--- src/logic/io_adapter_pkg.sv ---
/*
 * Constants, register map, field layout and carrier types for the I/O adapter register bank.
 * Assumes a single processor-side clock; all pins are synchronous to it.
 */
// Overview of operation
// - Four select bits pick one of sixteen byte registers on every access.
// - Port B direction sits at 2, port A direction at 3, both read/write.
// - Select 15 acts like select 1 but causes no port A handshake.
// - Writing the shift byte register starts shifting that byte out.
// - Reading the shift byte register starts clocking a new byte in.
// - Shift port flag rises once a byte transfer has completed.
// - Every shift transfer moves exactly eight bits.
// - Four control inputs are edge sensitive, negative edge selectable.
// - Timer two low write fills a latch; read returns live low count.
// - Reading timer two low clears its flag and releases the interrupt.
// - Shift port sends and receives the most significant bit first.
package io_adapter_pkg;

	// =====================================================================
	// Register select values.
	localparam logic [3:0] SEL_PORT_B_DATA          = 4'h0;
	localparam logic [3:0] SEL_PORT_A_DATA          = 4'h1;
	localparam logic [3:0] SEL_PORT_B_DIRECTION     = 4'h2;
	localparam logic [3:0] SEL_PORT_A_DIRECTION     = 4'h3;
	localparam logic [3:0] SEL_TIMER_ONE_LOW_COUNT  = 4'h4;
	localparam logic [3:0] SEL_TIMER_ONE_HIGH_COUNT = 4'h5;
	localparam logic [3:0] SEL_TIMER_ONE_LOW_LATCH  = 4'h6;
	localparam logic [3:0] SEL_TIMER_ONE_HIGH_LATCH = 4'h7;
	localparam logic [3:0] SEL_TIMER_TWO_LOW_COUNT  = 4'h8;
	localparam logic [3:0] SEL_TIMER_TWO_HIGH_COUNT = 4'h9;
	localparam logic [3:0] SEL_SERIAL_SHIFT_BYTE    = 4'hA;
	localparam logic [3:0] SEL_AUXILIARY_CONTROL    = 4'hB;
	localparam logic [3:0] SEL_PERIPHERAL_LINE_CTRL = 4'hC;
	localparam logic [3:0] SEL_INTERRUPT_FLAGS      = 4'hD;
	localparam logic [3:0] SEL_INTERRUPT_ENABLES    = 4'hE;
	localparam logic [3:0] SEL_PORT_A_NO_HANDSHAKE  = 4'hF;

	// =====================================================================
	// Interrupt flag bit positions.
	localparam int FLAG_A_CTRL2     = 0;
	localparam int FLAG_A_CTRL1     = 1;
	localparam int FLAG_SHIFT       = 2;
	localparam int FLAG_B_CTRL2     = 3;
	localparam int FLAG_B_CTRL1     = 4;
	localparam int FLAG_TIMER_TWO   = 5;
	localparam int FLAG_TIMER_ONE   = 6;
	localparam int FLAG_ANY         = 7;

	// =====================================================================
	// Auxiliary control fields.
	localparam int ACR_SHIFT_LSB    = 2;
	localparam int ACR_SHIFT_OUT    = 4;
	localparam int ACR_T2_PULSES    = 5;
	localparam int ACR_T1_FREE_RUN  = 6;
	localparam int PORT_B_PULSE_BIT = 6;

	// =====================================================================
	// Reset values and counts.
	localparam logic [7:0]  BYTE_RESET      = 8'h00;
	localparam logic [15:0] WORD_RESET      = 16'h0000;
	localparam logic [6:0]  IER_RESET       = 7'h00;
	localparam logic [2:0]  LAST_BIT_INDEX  = 3'h7;
	localparam int          SHIFT_DIV_RESET = 2;

	// Shift port clock source, taken from two bits of the auxiliary control.
	typedef enum logic [1:0] {
		SHIFT_OFF,
		SHIFT_TIMER_TWO,
		SHIFT_SYSTEM_RATE,
		SHIFT_EXTERNAL
	} shift_source_type;

	// One processor access, presented for a single clock.
	typedef struct packed {
		logic       strobe;
		logic       write_en;
		logic       reg_select_bit3;
		logic       reg_select_bit2;
		logic       reg_select_bit1;
		logic       reg_select_bit0;
		logic [7:0] wdata;
	} bus_req_type;

	// Serial shift port pins.
	typedef struct packed {
		logic shift_clk;
		logic shift_data;
	} shift_pins_type;

endpackage : io_adapter_pkg

--- src/logic/io_adapter_regs_shift_port.sv ---
/*
 * Register bank of a peripheral interface adapter: sixteen byte registers, two ports,
 * two timers, an 8-bit synchronous shift port and four edge-sensitive control inputs.
 * Assumes the processor presents one access per strobe cycle and all pins share mclk_in.
 */
`timescale 1ns/1ns
module io_adapter_regs_shift_port #(
	parameter int SHIFT_DIV = 2
) (
	input  wire logic                          mclk_in,
	input  wire logic                          srst_in,
	input  wire io_adapter_pkg::bus_req_type   bus_req_in,
	output logic [7:0]                         rdata_out,
	output logic                               rdata_valid_out,
	input  wire logic [7:0]                    port_a_in,
	output logic [7:0]                         port_a_out,
	output logic [7:0]                         port_a_oe_out,
	input  wire logic [7:0]                    port_b_in,
	output logic [7:0]                         port_b_out,
	output logic [7:0]                         port_b_oe_out,
	input  wire logic                          port_a_control_in1_in,
	input  wire logic                          port_a_control_in2_in,
	input  wire logic                          port_b_control_in1_in,
	input  wire logic                          port_b_control_in2_in,
	input  wire logic                          shift_data_in,
	output io_adapter_pkg::shift_pins_type     shift_pins_out,
	output logic                               irq_n_out
);
	import io_adapter_pkg::*;

	// =====================================================================
	// Elaboration checks.
	if (SHIFT_DIV < 1) begin : g_bad_div
		$error("SHIFT_DIV must be at least one");
	end

	// =====================================================================
	// Access decode.
	logic [3:0]       sel;
	logic             wr_hit;
	logic             rd_hit;
	logic [7:0]       port_b_data_reg;
	logic [7:0]       port_a_data_reg;
	logic [7:0]       port_b_direction_reg;
	logic [7:0]       port_a_direction_reg;
	logic [7:0]       timer_one_low_latch_reg;
	logic [7:0]       timer_one_high_latch_reg;
	logic [15:0]      timer_one_count_reg;
	logic             timer_one_armed_reg;
	logic [7:0]       timer_two_low_latch_reg;
	logic [15:0]      timer_two_count_reg;
	logic             timer_two_armed_reg;
	logic [7:0]       serial_shift_byte_reg;
	logic [7:0]       auxiliary_control_reg;
	logic [7:0]       peripheral_line_control_reg;
	logic [6:0]       interrupt_flags_reg;
	logic [6:0]       interrupt_enables_reg;
	logic [3:0]       ctrl_prev_reg;
	logic [3:0]       ctrl_now;
	logic [3:0]       ctrl_edge;
	logic             pulse_prev_reg;
	logic             shift_active_reg;
	logic [2:0]       shift_bit_reg;
	logic             shift_clk_reg;
	logic [7:0]       shift_div_reg;
	logic             shift_tick;
	logic             shift_step;
	logic             shift_done;
	shift_source_type shift_source;

	// Select bits are gathered into one value for every access.
	assign sel    = {bus_req_in.reg_select_bit3, bus_req_in.reg_select_bit2,
			 bus_req_in.reg_select_bit1, bus_req_in.reg_select_bit0};
	assign wr_hit = bus_req_in.strobe & bus_req_in.write_en;
	assign rd_hit = bus_req_in.strobe & ~bus_req_in.write_en;

	// True when an access of the given kind hits the given register.
	function automatic logic hit(input logic kind, input logic [3:0] s, input logic [3:0] target);
		hit = kind & (s == target);
	endfunction : hit

	// =====================================================================
	// Port latches and direction registers.
	always_ff @(posedge mclk_in) begin
		if (srst_in) begin
			port_b_data_reg      <= BYTE_RESET;
			port_a_data_reg      <= BYTE_RESET;
			port_b_direction_reg <= BYTE_RESET;
			port_a_direction_reg <= BYTE_RESET;
		end else begin
			if (hit(wr_hit, sel, SEL_PORT_B_DATA)) begin
				port_b_data_reg <= bus_req_in.wdata;
			end
			if (hit(wr_hit, sel, SEL_PORT_A_DATA) || hit(wr_hit, sel, SEL_PORT_A_NO_HANDSHAKE)) begin
				port_a_data_reg <= bus_req_in.wdata;
			end
			if (hit(wr_hit, sel, SEL_PORT_B_DIRECTION)) begin
				port_b_direction_reg <= bus_req_in.wdata;
			end
			if (hit(wr_hit, sel, SEL_PORT_A_DIRECTION)) begin
				port_a_direction_reg <= bus_req_in.wdata;
			end
		end
	end

	// Port pins follow the latches; a direction bit of one drives the pin.
	always_ff @(posedge mclk_in) begin
		if (srst_in) begin
			port_a_out    <= BYTE_RESET;
			port_a_oe_out <= BYTE_RESET;
			port_b_out    <= BYTE_RESET;
			port_b_oe_out <= BYTE_RESET;
		end else begin
			port_a_out    <= port_a_data_reg;
			port_a_oe_out <= port_a_direction_reg;
			port_b_out    <= port_b_data_reg;
			port_b_oe_out <= port_b_direction_reg;
		end
	end

	// =====================================================================
	// Control registers.
	always_ff @(posedge mclk_in) begin
		if (srst_in) begin
			auxiliary_control_reg       <= BYTE_RESET;
			peripheral_line_control_reg <= BYTE_RESET;
			interrupt_enables_reg       <= IER_RESET;
		end else begin
			if (hit(wr_hit, sel, SEL_AUXILIARY_CONTROL)) begin
				auxiliary_control_reg <= bus_req_in.wdata;
			end
			if (hit(wr_hit, sel, SEL_PERIPHERAL_LINE_CTRL)) begin
				peripheral_line_control_reg <= bus_req_in.wdata;
			end
			// Bit 7 of the written byte says whether ones set or clear enables.
			if (hit(wr_hit, sel, SEL_INTERRUPT_ENABLES)) begin
				if (bus_req_in.wdata[FLAG_ANY]) begin
					interrupt_enables_reg <= interrupt_enables_reg | bus_req_in.wdata[6:0];
				end else begin
					interrupt_enables_reg <= interrupt_enables_reg & ~bus_req_in.wdata[6:0];
				end
			end
		end
	end

	// =====================================================================
	// Timer one: loaded from its latches on a high count write, counts down each clock.
	always_ff @(posedge mclk_in) begin
		if (srst_in) begin
			timer_one_low_latch_reg  <= BYTE_RESET;
			timer_one_high_latch_reg <= BYTE_RESET;
			timer_one_count_reg      <= WORD_RESET;
			timer_one_armed_reg      <= 1'b0;
		end else begin
			if (hit(wr_hit, sel, SEL_TIMER_ONE_LOW_COUNT) || hit(wr_hit, sel, SEL_TIMER_ONE_LOW_LATCH)) begin
				timer_one_low_latch_reg <= bus_req_in.wdata;
			end
			if (hit(wr_hit, sel, SEL_TIMER_ONE_HIGH_LATCH)) begin
				timer_one_high_latch_reg <= bus_req_in.wdata;
			end
			if (hit(wr_hit, sel, SEL_TIMER_ONE_HIGH_COUNT)) begin
				timer_one_high_latch_reg <= bus_req_in.wdata;
				timer_one_count_reg      <= {bus_req_in.wdata, timer_one_low_latch_reg};
				timer_one_armed_reg      <= 1'b1;
			end else if (timer_one_count_reg == WORD_RESET) begin
				// Free-running mode reloads from the latches; one-shot disarms.
				if (auxiliary_control_reg[ACR_T1_FREE_RUN]) begin
					timer_one_count_reg <= {timer_one_high_latch_reg, timer_one_low_latch_reg};
				end else begin
					timer_one_count_reg <= timer_one_count_reg - 16'h0001;
					timer_one_armed_reg <= 1'b0;
				end
			end else begin
				timer_one_count_reg <= timer_one_count_reg - 16'h0001;
			end
		end
	end

	// =====================================================================
	// Timer two: interval mode counts clocks, pulse mode counts falling edges on port B line 6.
	always_ff @(posedge mclk_in) begin
		if (srst_in) begin
			timer_two_low_latch_reg <= BYTE_RESET;
			timer_two_count_reg     <= WORD_RESET;
			timer_two_armed_reg     <= 1'b0;
			pulse_prev_reg          <= 1'b0;
		end else begin
			pulse_prev_reg <= port_b_in[PORT_B_PULSE_BIT];
			if (hit(wr_hit, sel, SEL_TIMER_TWO_LOW_COUNT)) begin
				timer_two_low_latch_reg <= bus_req_in.wdata;
			end
			if (hit(wr_hit, sel, SEL_TIMER_TWO_HIGH_COUNT)) begin
				timer_two_count_reg <= {bus_req_in.wdata, timer_two_low_latch_reg};
				timer_two_armed_reg <= 1'b1;
			end else if (!auxiliary_control_reg[ACR_T2_PULSES] ||
				     (pulse_prev_reg && !port_b_in[PORT_B_PULSE_BIT])) begin
				// The count rolls over and keeps running; only the first timeout flags.
				timer_two_count_reg <= timer_two_count_reg - 16'h0001;
				if (timer_two_count_reg == WORD_RESET) begin
					timer_two_armed_reg <= 1'b0;
				end
			end
		end
	end

	// =====================================================================
	// Control input edge detection with per-line polarity from the line control register.
	assign ctrl_now = {port_b_control_in2_in, port_b_control_in1_in,
			   port_a_control_in2_in, port_a_control_in1_in};

	// Previous levels track the pins through reset, so no false edge follows its release.
	always_ff @(posedge mclk_in) begin
		ctrl_prev_reg <= ctrl_now;
	end

	// Polarity bit zero picks the falling edge, one the rising edge.
	for (genvar i = 0; i < 4; i++) begin : g_ctrl_edge
		localparam int POL_BIT = (i == 0) ? 0 : (i == 1) ? 2 : (i == 2) ? 4 : 6;
		assign ctrl_edge[i] = peripheral_line_control_reg[POL_BIT] ?
				      (~ctrl_prev_reg[i] & ctrl_now[i]) :
				      (ctrl_prev_reg[i] & ~ctrl_now[i]);
	end

	// =====================================================================
	// Shift port clock source and pacing.
	assign shift_source = shift_source_type'(auxiliary_control_reg[ACR_SHIFT_LSB +: 2]);
	assign shift_tick   = (shift_div_reg == BYTE_RESET);
	assign shift_step   = shift_active_reg &&
			      ((shift_source == SHIFT_EXTERNAL) ? ctrl_edge[2] :
			       (shift_tick && !shift_clk_reg));
	assign shift_done   = shift_step && (shift_bit_reg == LAST_BIT_INDEX);

	// Divider reloads from the timer two low latch or from the fixed system rate.
	always_ff @(posedge mclk_in) begin
		if (srst_in) begin
			shift_div_reg <= BYTE_RESET;
		end else if (!shift_active_reg || shift_tick) begin
			shift_div_reg <= (shift_source == SHIFT_TIMER_TWO) ? timer_two_low_latch_reg :
					 8'(SHIFT_DIV - 1);
		end else begin
			shift_div_reg <= shift_div_reg - 8'h01;
		end
	end

	// Serial clock idles high; with an internal source it drops for half a bit and rises on each step.
	always_ff @(posedge mclk_in) begin
		if (srst_in) begin
			shift_clk_reg <= 1'b1;
		end else if (!shift_active_reg || shift_source == SHIFT_EXTERNAL) begin
			shift_clk_reg <= 1'b1;
		end else if (shift_tick) begin
			shift_clk_reg <= ~shift_clk_reg;
		end
	end

	// =====================================================================
	// Shift register, bit counter and start triggers.
	always_ff @(posedge mclk_in) begin
		if (srst_in) begin
			serial_shift_byte_reg <= BYTE_RESET;
			shift_bit_reg         <= 3'h0;
			shift_active_reg      <= 1'b0;
		end else begin
			if (hit(wr_hit, sel, SEL_SERIAL_SHIFT_BYTE)) begin
				serial_shift_byte_reg <= bus_req_in.wdata;
				shift_bit_reg         <= 3'h0;
				shift_active_reg      <= (shift_source != SHIFT_OFF);
			end else if (hit(rd_hit, sel, SEL_SERIAL_SHIFT_BYTE)) begin
				shift_bit_reg    <= 3'h0;
				shift_active_reg <= (shift_source != SHIFT_OFF) &&
						    !auxiliary_control_reg[ACR_SHIFT_OUT];
			end else if (shift_step) begin
				// Outgoing bits rotate back in; incoming bits enter at the bottom.
				serial_shift_byte_reg <= {serial_shift_byte_reg[6:0],
							  auxiliary_control_reg[ACR_SHIFT_OUT] ?
							  serial_shift_byte_reg[7] : shift_data_in};
				shift_bit_reg         <= shift_bit_reg + 3'h1;
				if (shift_done) begin
					shift_active_reg <= 1'b0;
				end
			end
		end
	end

	// Serial pins: data carries the top bit, so the first bit out is the most significant.
	always_ff @(posedge mclk_in) begin
		if (srst_in) begin
			shift_pins_out <= '{shift_clk: 1'b1, shift_data: 1'b0};
		end else begin
			shift_pins_out.shift_clk  <= shift_clk_reg;
			shift_pins_out.shift_data <= serial_shift_byte_reg[7];
		end
	end

	// =====================================================================
	// Interrupt flags: hardware sets win over the clears of the same cycle.
	always_ff @(posedge mclk_in) begin
		logic [6:0] set_v;
		logic [6:0] clr_v;
		set_v = 7'h00;
		clr_v = 7'h00;
		if (srst_in) begin
			interrupt_flags_reg <= 7'h00;
		end else begin
			set_v[FLAG_A_CTRL1]   = ctrl_edge[0];
			set_v[FLAG_A_CTRL2]   = ctrl_edge[1];
			set_v[FLAG_B_CTRL1]   = ctrl_edge[2];
			set_v[FLAG_B_CTRL2]   = ctrl_edge[3];
			set_v[FLAG_SHIFT]     = shift_done;
			set_v[FLAG_TIMER_ONE] = timer_one_armed_reg && (timer_one_count_reg == WORD_RESET);
			set_v[FLAG_TIMER_TWO] = timer_two_armed_reg && (timer_two_count_reg == WORD_RESET) &&
						(!auxiliary_control_reg[ACR_T2_PULSES] ||
						 (pulse_prev_reg && !port_b_in[PORT_B_PULSE_BIT]));
			if (hit(wr_hit, sel, SEL_INTERRUPT_FLAGS)) begin
				clr_v = bus_req_in.wdata[6:0];
			end
			// Port A handshake reads and writes clear the control 1 flag, and the control 2 flag unless line control bit 1 is set; select 15 does not.
			if (hit(bus_req_in.strobe, sel, SEL_PORT_A_DATA)) begin
				clr_v[FLAG_A_CTRL1] = 1'b1;
				clr_v[FLAG_A_CTRL2] = ~peripheral_line_control_reg[1];
			end
			if (hit(bus_req_in.strobe, sel, SEL_PORT_B_DATA)) begin
				clr_v[FLAG_B_CTRL1] = 1'b1;
				clr_v[FLAG_B_CTRL2] = ~peripheral_line_control_reg[5];
			end
			if (hit(rd_hit, sel, SEL_TIMER_ONE_LOW_COUNT) || hit(wr_hit, sel, SEL_TIMER_ONE_HIGH_COUNT)) begin
				clr_v[FLAG_TIMER_ONE] = 1'b1;
			end
			if (hit(rd_hit, sel, SEL_TIMER_TWO_LOW_COUNT) || hit(wr_hit, sel, SEL_TIMER_TWO_HIGH_COUNT)) begin
				clr_v[FLAG_TIMER_TWO] = 1'b1;
			end
			if (hit(bus_req_in.strobe, sel, SEL_SERIAL_SHIFT_BYTE)) begin
				clr_v[FLAG_SHIFT] = 1'b1;
			end
			interrupt_flags_reg <= (interrupt_flags_reg & ~clr_v) | set_v;
		end
	end

	// Interrupt request is low while any enabled flag stands.
	always_ff @(posedge mclk_in) begin
		if (srst_in) begin
			irq_n_out <= 1'b1;
		end else begin
			irq_n_out <= ~|(interrupt_flags_reg & interrupt_enables_reg);
		end
	end

	// =====================================================================
	// Read data, answered one clock after the strobe.
	always_ff @(posedge mclk_in) begin
		if (srst_in) begin
			rdata_out       <= BYTE_RESET;
			rdata_valid_out <= 1'b0;
		end else begin
			rdata_valid_out <= rd_hit;
			if (rd_hit) begin
				unique case (sel)
					SEL_PORT_B_DATA:          rdata_out <= port_b_in;
					SEL_PORT_A_DATA,
					SEL_PORT_A_NO_HANDSHAKE:  rdata_out <= port_a_in;
					SEL_PORT_B_DIRECTION:     rdata_out <= port_b_direction_reg;
					SEL_PORT_A_DIRECTION:     rdata_out <= port_a_direction_reg;
					SEL_TIMER_ONE_LOW_COUNT:  rdata_out <= timer_one_count_reg[7:0];
					SEL_TIMER_ONE_HIGH_COUNT: rdata_out <= timer_one_count_reg[15:8];
					SEL_TIMER_ONE_LOW_LATCH:  rdata_out <= timer_one_low_latch_reg;
					SEL_TIMER_ONE_HIGH_LATCH: rdata_out <= timer_one_high_latch_reg;
					SEL_TIMER_TWO_LOW_COUNT:  rdata_out <= timer_two_count_reg[7:0];
					SEL_TIMER_TWO_HIGH_COUNT: rdata_out <= timer_two_count_reg[15:8];
					SEL_SERIAL_SHIFT_BYTE:    rdata_out <= serial_shift_byte_reg;
					SEL_AUXILIARY_CONTROL:    rdata_out <= auxiliary_control_reg;
					SEL_PERIPHERAL_LINE_CTRL: rdata_out <= peripheral_line_control_reg;
					SEL_INTERRUPT_FLAGS:      rdata_out <= {|(interrupt_flags_reg & interrupt_enables_reg),
										interrupt_flags_reg};
					SEL_INTERRUPT_ENABLES:    rdata_out <= {1'b1, interrupt_enables_reg};
				endcase
			end
		end
	end

endmodule : io_adapter_regs_shift_port

--- config.mk ---
export PLATFORM = sky130hd
export DESIGN_NAME = io_adapter_regs_shift_port
export DESIGN_NICKNAME = d
export VERILOG_FILES = /design/src/logic/io_adapter_pkg.sv /design/src/logic/io_adapter_regs_shift_port.sv
export SDC_FILE = /design/constraint.sdc
export NUM_CORES = 1
export LEC_CHECK = 0
export ABC_AREA = 1
export ABC_CLOCK_PERIOD_IN_PS = 2200
export CAP_MARGIN = 15
export CORE_MARGIN = 1.5
export CORE_UTILIZATION = 46
export CTS_CLUSTER_SIZE = 12
export DETAILED_ROUTE_END_ITERATION = 6
export DONT_BUFFER_PORTS = 1
export HOLD_SLACK_MARGIN = 0.08
export SYNTH_ARGS = -nofsm -noshare
export SYNTH_HDL_FRONTEND = slang
export SYNTH_SLANG_ARGS = --single-unit
--- constraint.sdc ---
create_clock -name mclk_in -period 2.2 [get_ports mclk_in]
set_clock_uncertainty 0.1 [all_clocks]
set_input_delay 0.33 -clock mclk_in [delete_from_list [all_inputs] [get_ports mclk_in]]
set_output_delay 0.33 -clock mclk_in [all_outputs]
set_load 0.05 [all_outputs]
==> run metrics <==
design area 9786 µm²; post-route ant nets 0; Worst-Skew Late Latency 0.43 ns; first-pass GRT wire length 42390 µm; HP Start port_b_control_in2_in; Relative slew margins 0.3763; utilization after layout 0.5231; clock sinks 190; fin crit share 0.8817; share of the synthesized area in the top cell type 0.4347; fin. max-slew vios 0; Area growth, synth to finish 11.82%; Top Ports 81; Critical Path End Type register; WP data required 2.43 ns; crit path DAT 2.17 ns; pin count of the biggest net entering global routing 86; power density over cell area 897.4 nW/µm²; hold path depth 3; final setup fails 0; CTS max path bufs 2; Vias 7999; Cells after DPL 1468; reg2reg path depth 9; total negative setup slack 0 ns; Top FF cell, synth dfxtp_1; Synthesis Warnings 0; Tightest Pin Transition 0.9356 ns; CTS tree built; Post-synth EDFFs 0; via/cell ratio 5.242; post-synth net total 1312; final hold violation count 0; DRC viols 0; clk root buf clkbuf_16; die height 140.9 µm; number of max-cap violations 0; Area contributors post-synth dfxtp_1, nand2_1, a21oi_1, nor2_1, o21ai_0; DP HPWL 18110 µm; sequential area share after synthesis 0.4347; port bufs 0; clk slew on worst S/H paths 0.08 ns; drt pass-1 iters 5; GRT Total Usage 0.2782; # nets final 1320; post-synth top area cell dfxtp_1; total power 8.782 mW; max frequency 515.5 MHz; Final WS setup 0.2603 ns; WHS 0.07711 ns; Seq cells post-synth 190; syn avg cell area 6.901 µm²; initial core utilization 0.4678; Hold WC Path Type primary input to register; DR WL/cell 17.49 µm; post-route minimum period 1.940 ns; Async SR Flop Fraction 0; Post-Place Cell Area 8922 µm²; Peak VDD IR 0.0005648 V; gr ovfl total 0; Critical R2R Capture timer_one_count_reg[0]$_SDFF_PP0_; Leak 4.228 nW; status finished, final reports clean; site row count 50; reg2reg setup slack 0.29 ns; post-synthesis cell type count 41; RD Place Congestion 0.8955; Setup CP Type primary input to register; DRT Wirelength 26690 µm; Worst setup SP type primary input; Die Footprint 19860 µm²; antenna violations before repair 3; Cell Area, Synth 8751 µm²; dpl ws 0.2943 ns; H-tree levels 4; Layout Cells excl Fill 1526; layout cells sized above 1 0.06982; Worst Hold Path EP interrupt_flags_reg[3]$_SDFF_PP0_; R2R Path Start timer_one_count_reg[0]$_SDFF_PP0_; Mapped Cells 1268; CTS buffer count 17; worst-path fanout max 10; Iter 0 DRT Violations 605; unrepaired setup endpoints after global routing no; vias in the first global route 7564; Die W 140.9 µm; Core Region 18710 µm²
layer usage:
layer  routed length, µm  part of all wire  global-route usage
met1               12070              0.45              0.3787
met2               11620              0.44              0.4273
met3                2152             0.081             0.06658
met4                 832             0.031              0.1064
met5                  12           0.00045                   0
report_power, final:
part           internal, mW  total, mW  switching, mW
Sequential             3.67       4.00          0.326
Combinational         0.638       1.67           1.03
Clock                  1.56       3.11           1.55
Total                  5.87       8.78           2.91
cells in the final DEF (no fill, tap or decap), drive strengths merged:
| cell | netlist | routed |
|---|---|---|
| o22ai | 9 | 9 |
| nor3 | 11 | 11 |
| xor2 | 12 | 12 |
| a31oi | 7 | 7 |
| o221a | 1 | 1 |
| nand3b | 6 | 6 |
| buf | 23 | 17 |
| o31ai | 1 | 1 |
| clkbuf | 27 | 18 |
| o21a | 1 | 1 |
| o2bb2ai | 1 | 1 |
| dlygate4sd3 | 0 | 21 |
| xnor2 | 8 | 8 |
| clkinv | 4 | 9 |
| nor2 | 185 | 185 |
| dlymetal6s4s | 0 | 1 |
| or2 | 6 | 6 |
| inv | 137 | 145 |
| a211oi | 3 | 3 |
| o21ai | 114 | 114 |
| a22oi | 1 | 1 |
| diode | 0 | 3 |
| nand4 | 4 | 4 |
| o211ai | 5 | 5 |
| nand3 | 56 | 56 |
| clkinvlp | 0 | 1 |
| o221ai | 2 | 2 |
| o2111ai | 2 | 2 |
| ha | 7 | 7 |
| dfxtp | 190 | 190 |
| a21boi | 2 | 2 |
| nand2 | 310 | 310 |
| a21oi | 133 | 133 |
cells in the mapped netlist, types with 6 or more instances:
| cell type | count |
|---|---|
| a21oi_1 | 133 |
| a31oi_1 | 7 |
| buf_2 | 8 |
| buf_4 | 9 |
| clkbuf_1 | 27 |
| dfxtp_1 | 190 |
| ha_1 | 7 |
| inv_1 | 131 |
| inv_2 | 6 |
| nand2_1 | 295 |
| nand2_2 | 12 |
| nand3_1 | 54 |
| nand3b_1 | 6 |
| nor2_1 | 177 |
| nor3_1 | 11 |
| o21ai_0 | 109 |
| o22ai_1 | 9 |
| or2_2 | 6 |
| xnor2_1 | 8 |
| xor2_1 | 12 |
worst max path at each step:
stage	start	endpoint	slack (ns)	cells past startpoint
2_1_floorplan	timer_one_count_reg[0]$_SDFF_PP0_	timer_one_count_reg[2]$_SDFF_PP0_	0.50	10
3_3_place_gp	shift_div_reg[3]$_SDFF_PP0_	serial_shift_byte_reg[7]$_SDFFE_PP0P_	0.31	9
3_5_place_dp	timer_one_count_reg[0]$_SDFF_PP0_	timer_one_count_reg[0]$_SDFF_PP0_	0.29	9
4_1_cts	bus_req_in[4]	register	0.18	5
5_1_grt	timer_one_count_reg[0]$_SDFF_PP0_	timer_one_count_reg[0]$_SDFF_PP0_	0.02	9
6_report	port_b_in[6]	timer_two_count_reg[4]$_SDFFE_PP0P_	0.26	9
area by class of cell:
| class | instances | area [µm²] |
|---|---|---|
| clock inverters | 14 | 161.4 |
| diodes | 3 | 7.507 |
| clock buffers | 18 | 439.2 |
| flip-flops and latches | 190 | 3804 |
| multi-input cells | 887 | 4169 |
| repair buffers | 39 | 382.9 |
| fillers | 1883 | 8920 |
| well taps | 234 | 292.8 |
| inverters | 141 | 529.3 |
worst max-delay path: stages:
cell and delay, ns:
dlygate4sd3_1 0.58, inv_1 0.07, a21oi_1 0.44, inv_1 0.20, nand2_2 0.13, inv_2 0.10
o2bb2ai_1 0.13, o21ai_0 0.14, inv_1 0.05
logic make-up (layout without fill, tap and decap cells):
family	after synthesis	in the layout	share of synthesized area
simple gates	578	578	0.2752
flops	190	190	0.4347
other cells	0	3	0
compound gates	282	282	0.1706
fa+ha+maj	7	7	0.01001
buf+inv	191	212	0.08950
xor+xnor	20	20	0.02002
repair_timing:
action	CTS	global route
resized for setup	0	2
hold endpoints to repair	150	0
hold buffers	23	0
setup buffers	0	0
endpoints found under the setup margin	0	2
Note: power is estimated with default switching activity, not from simulation.
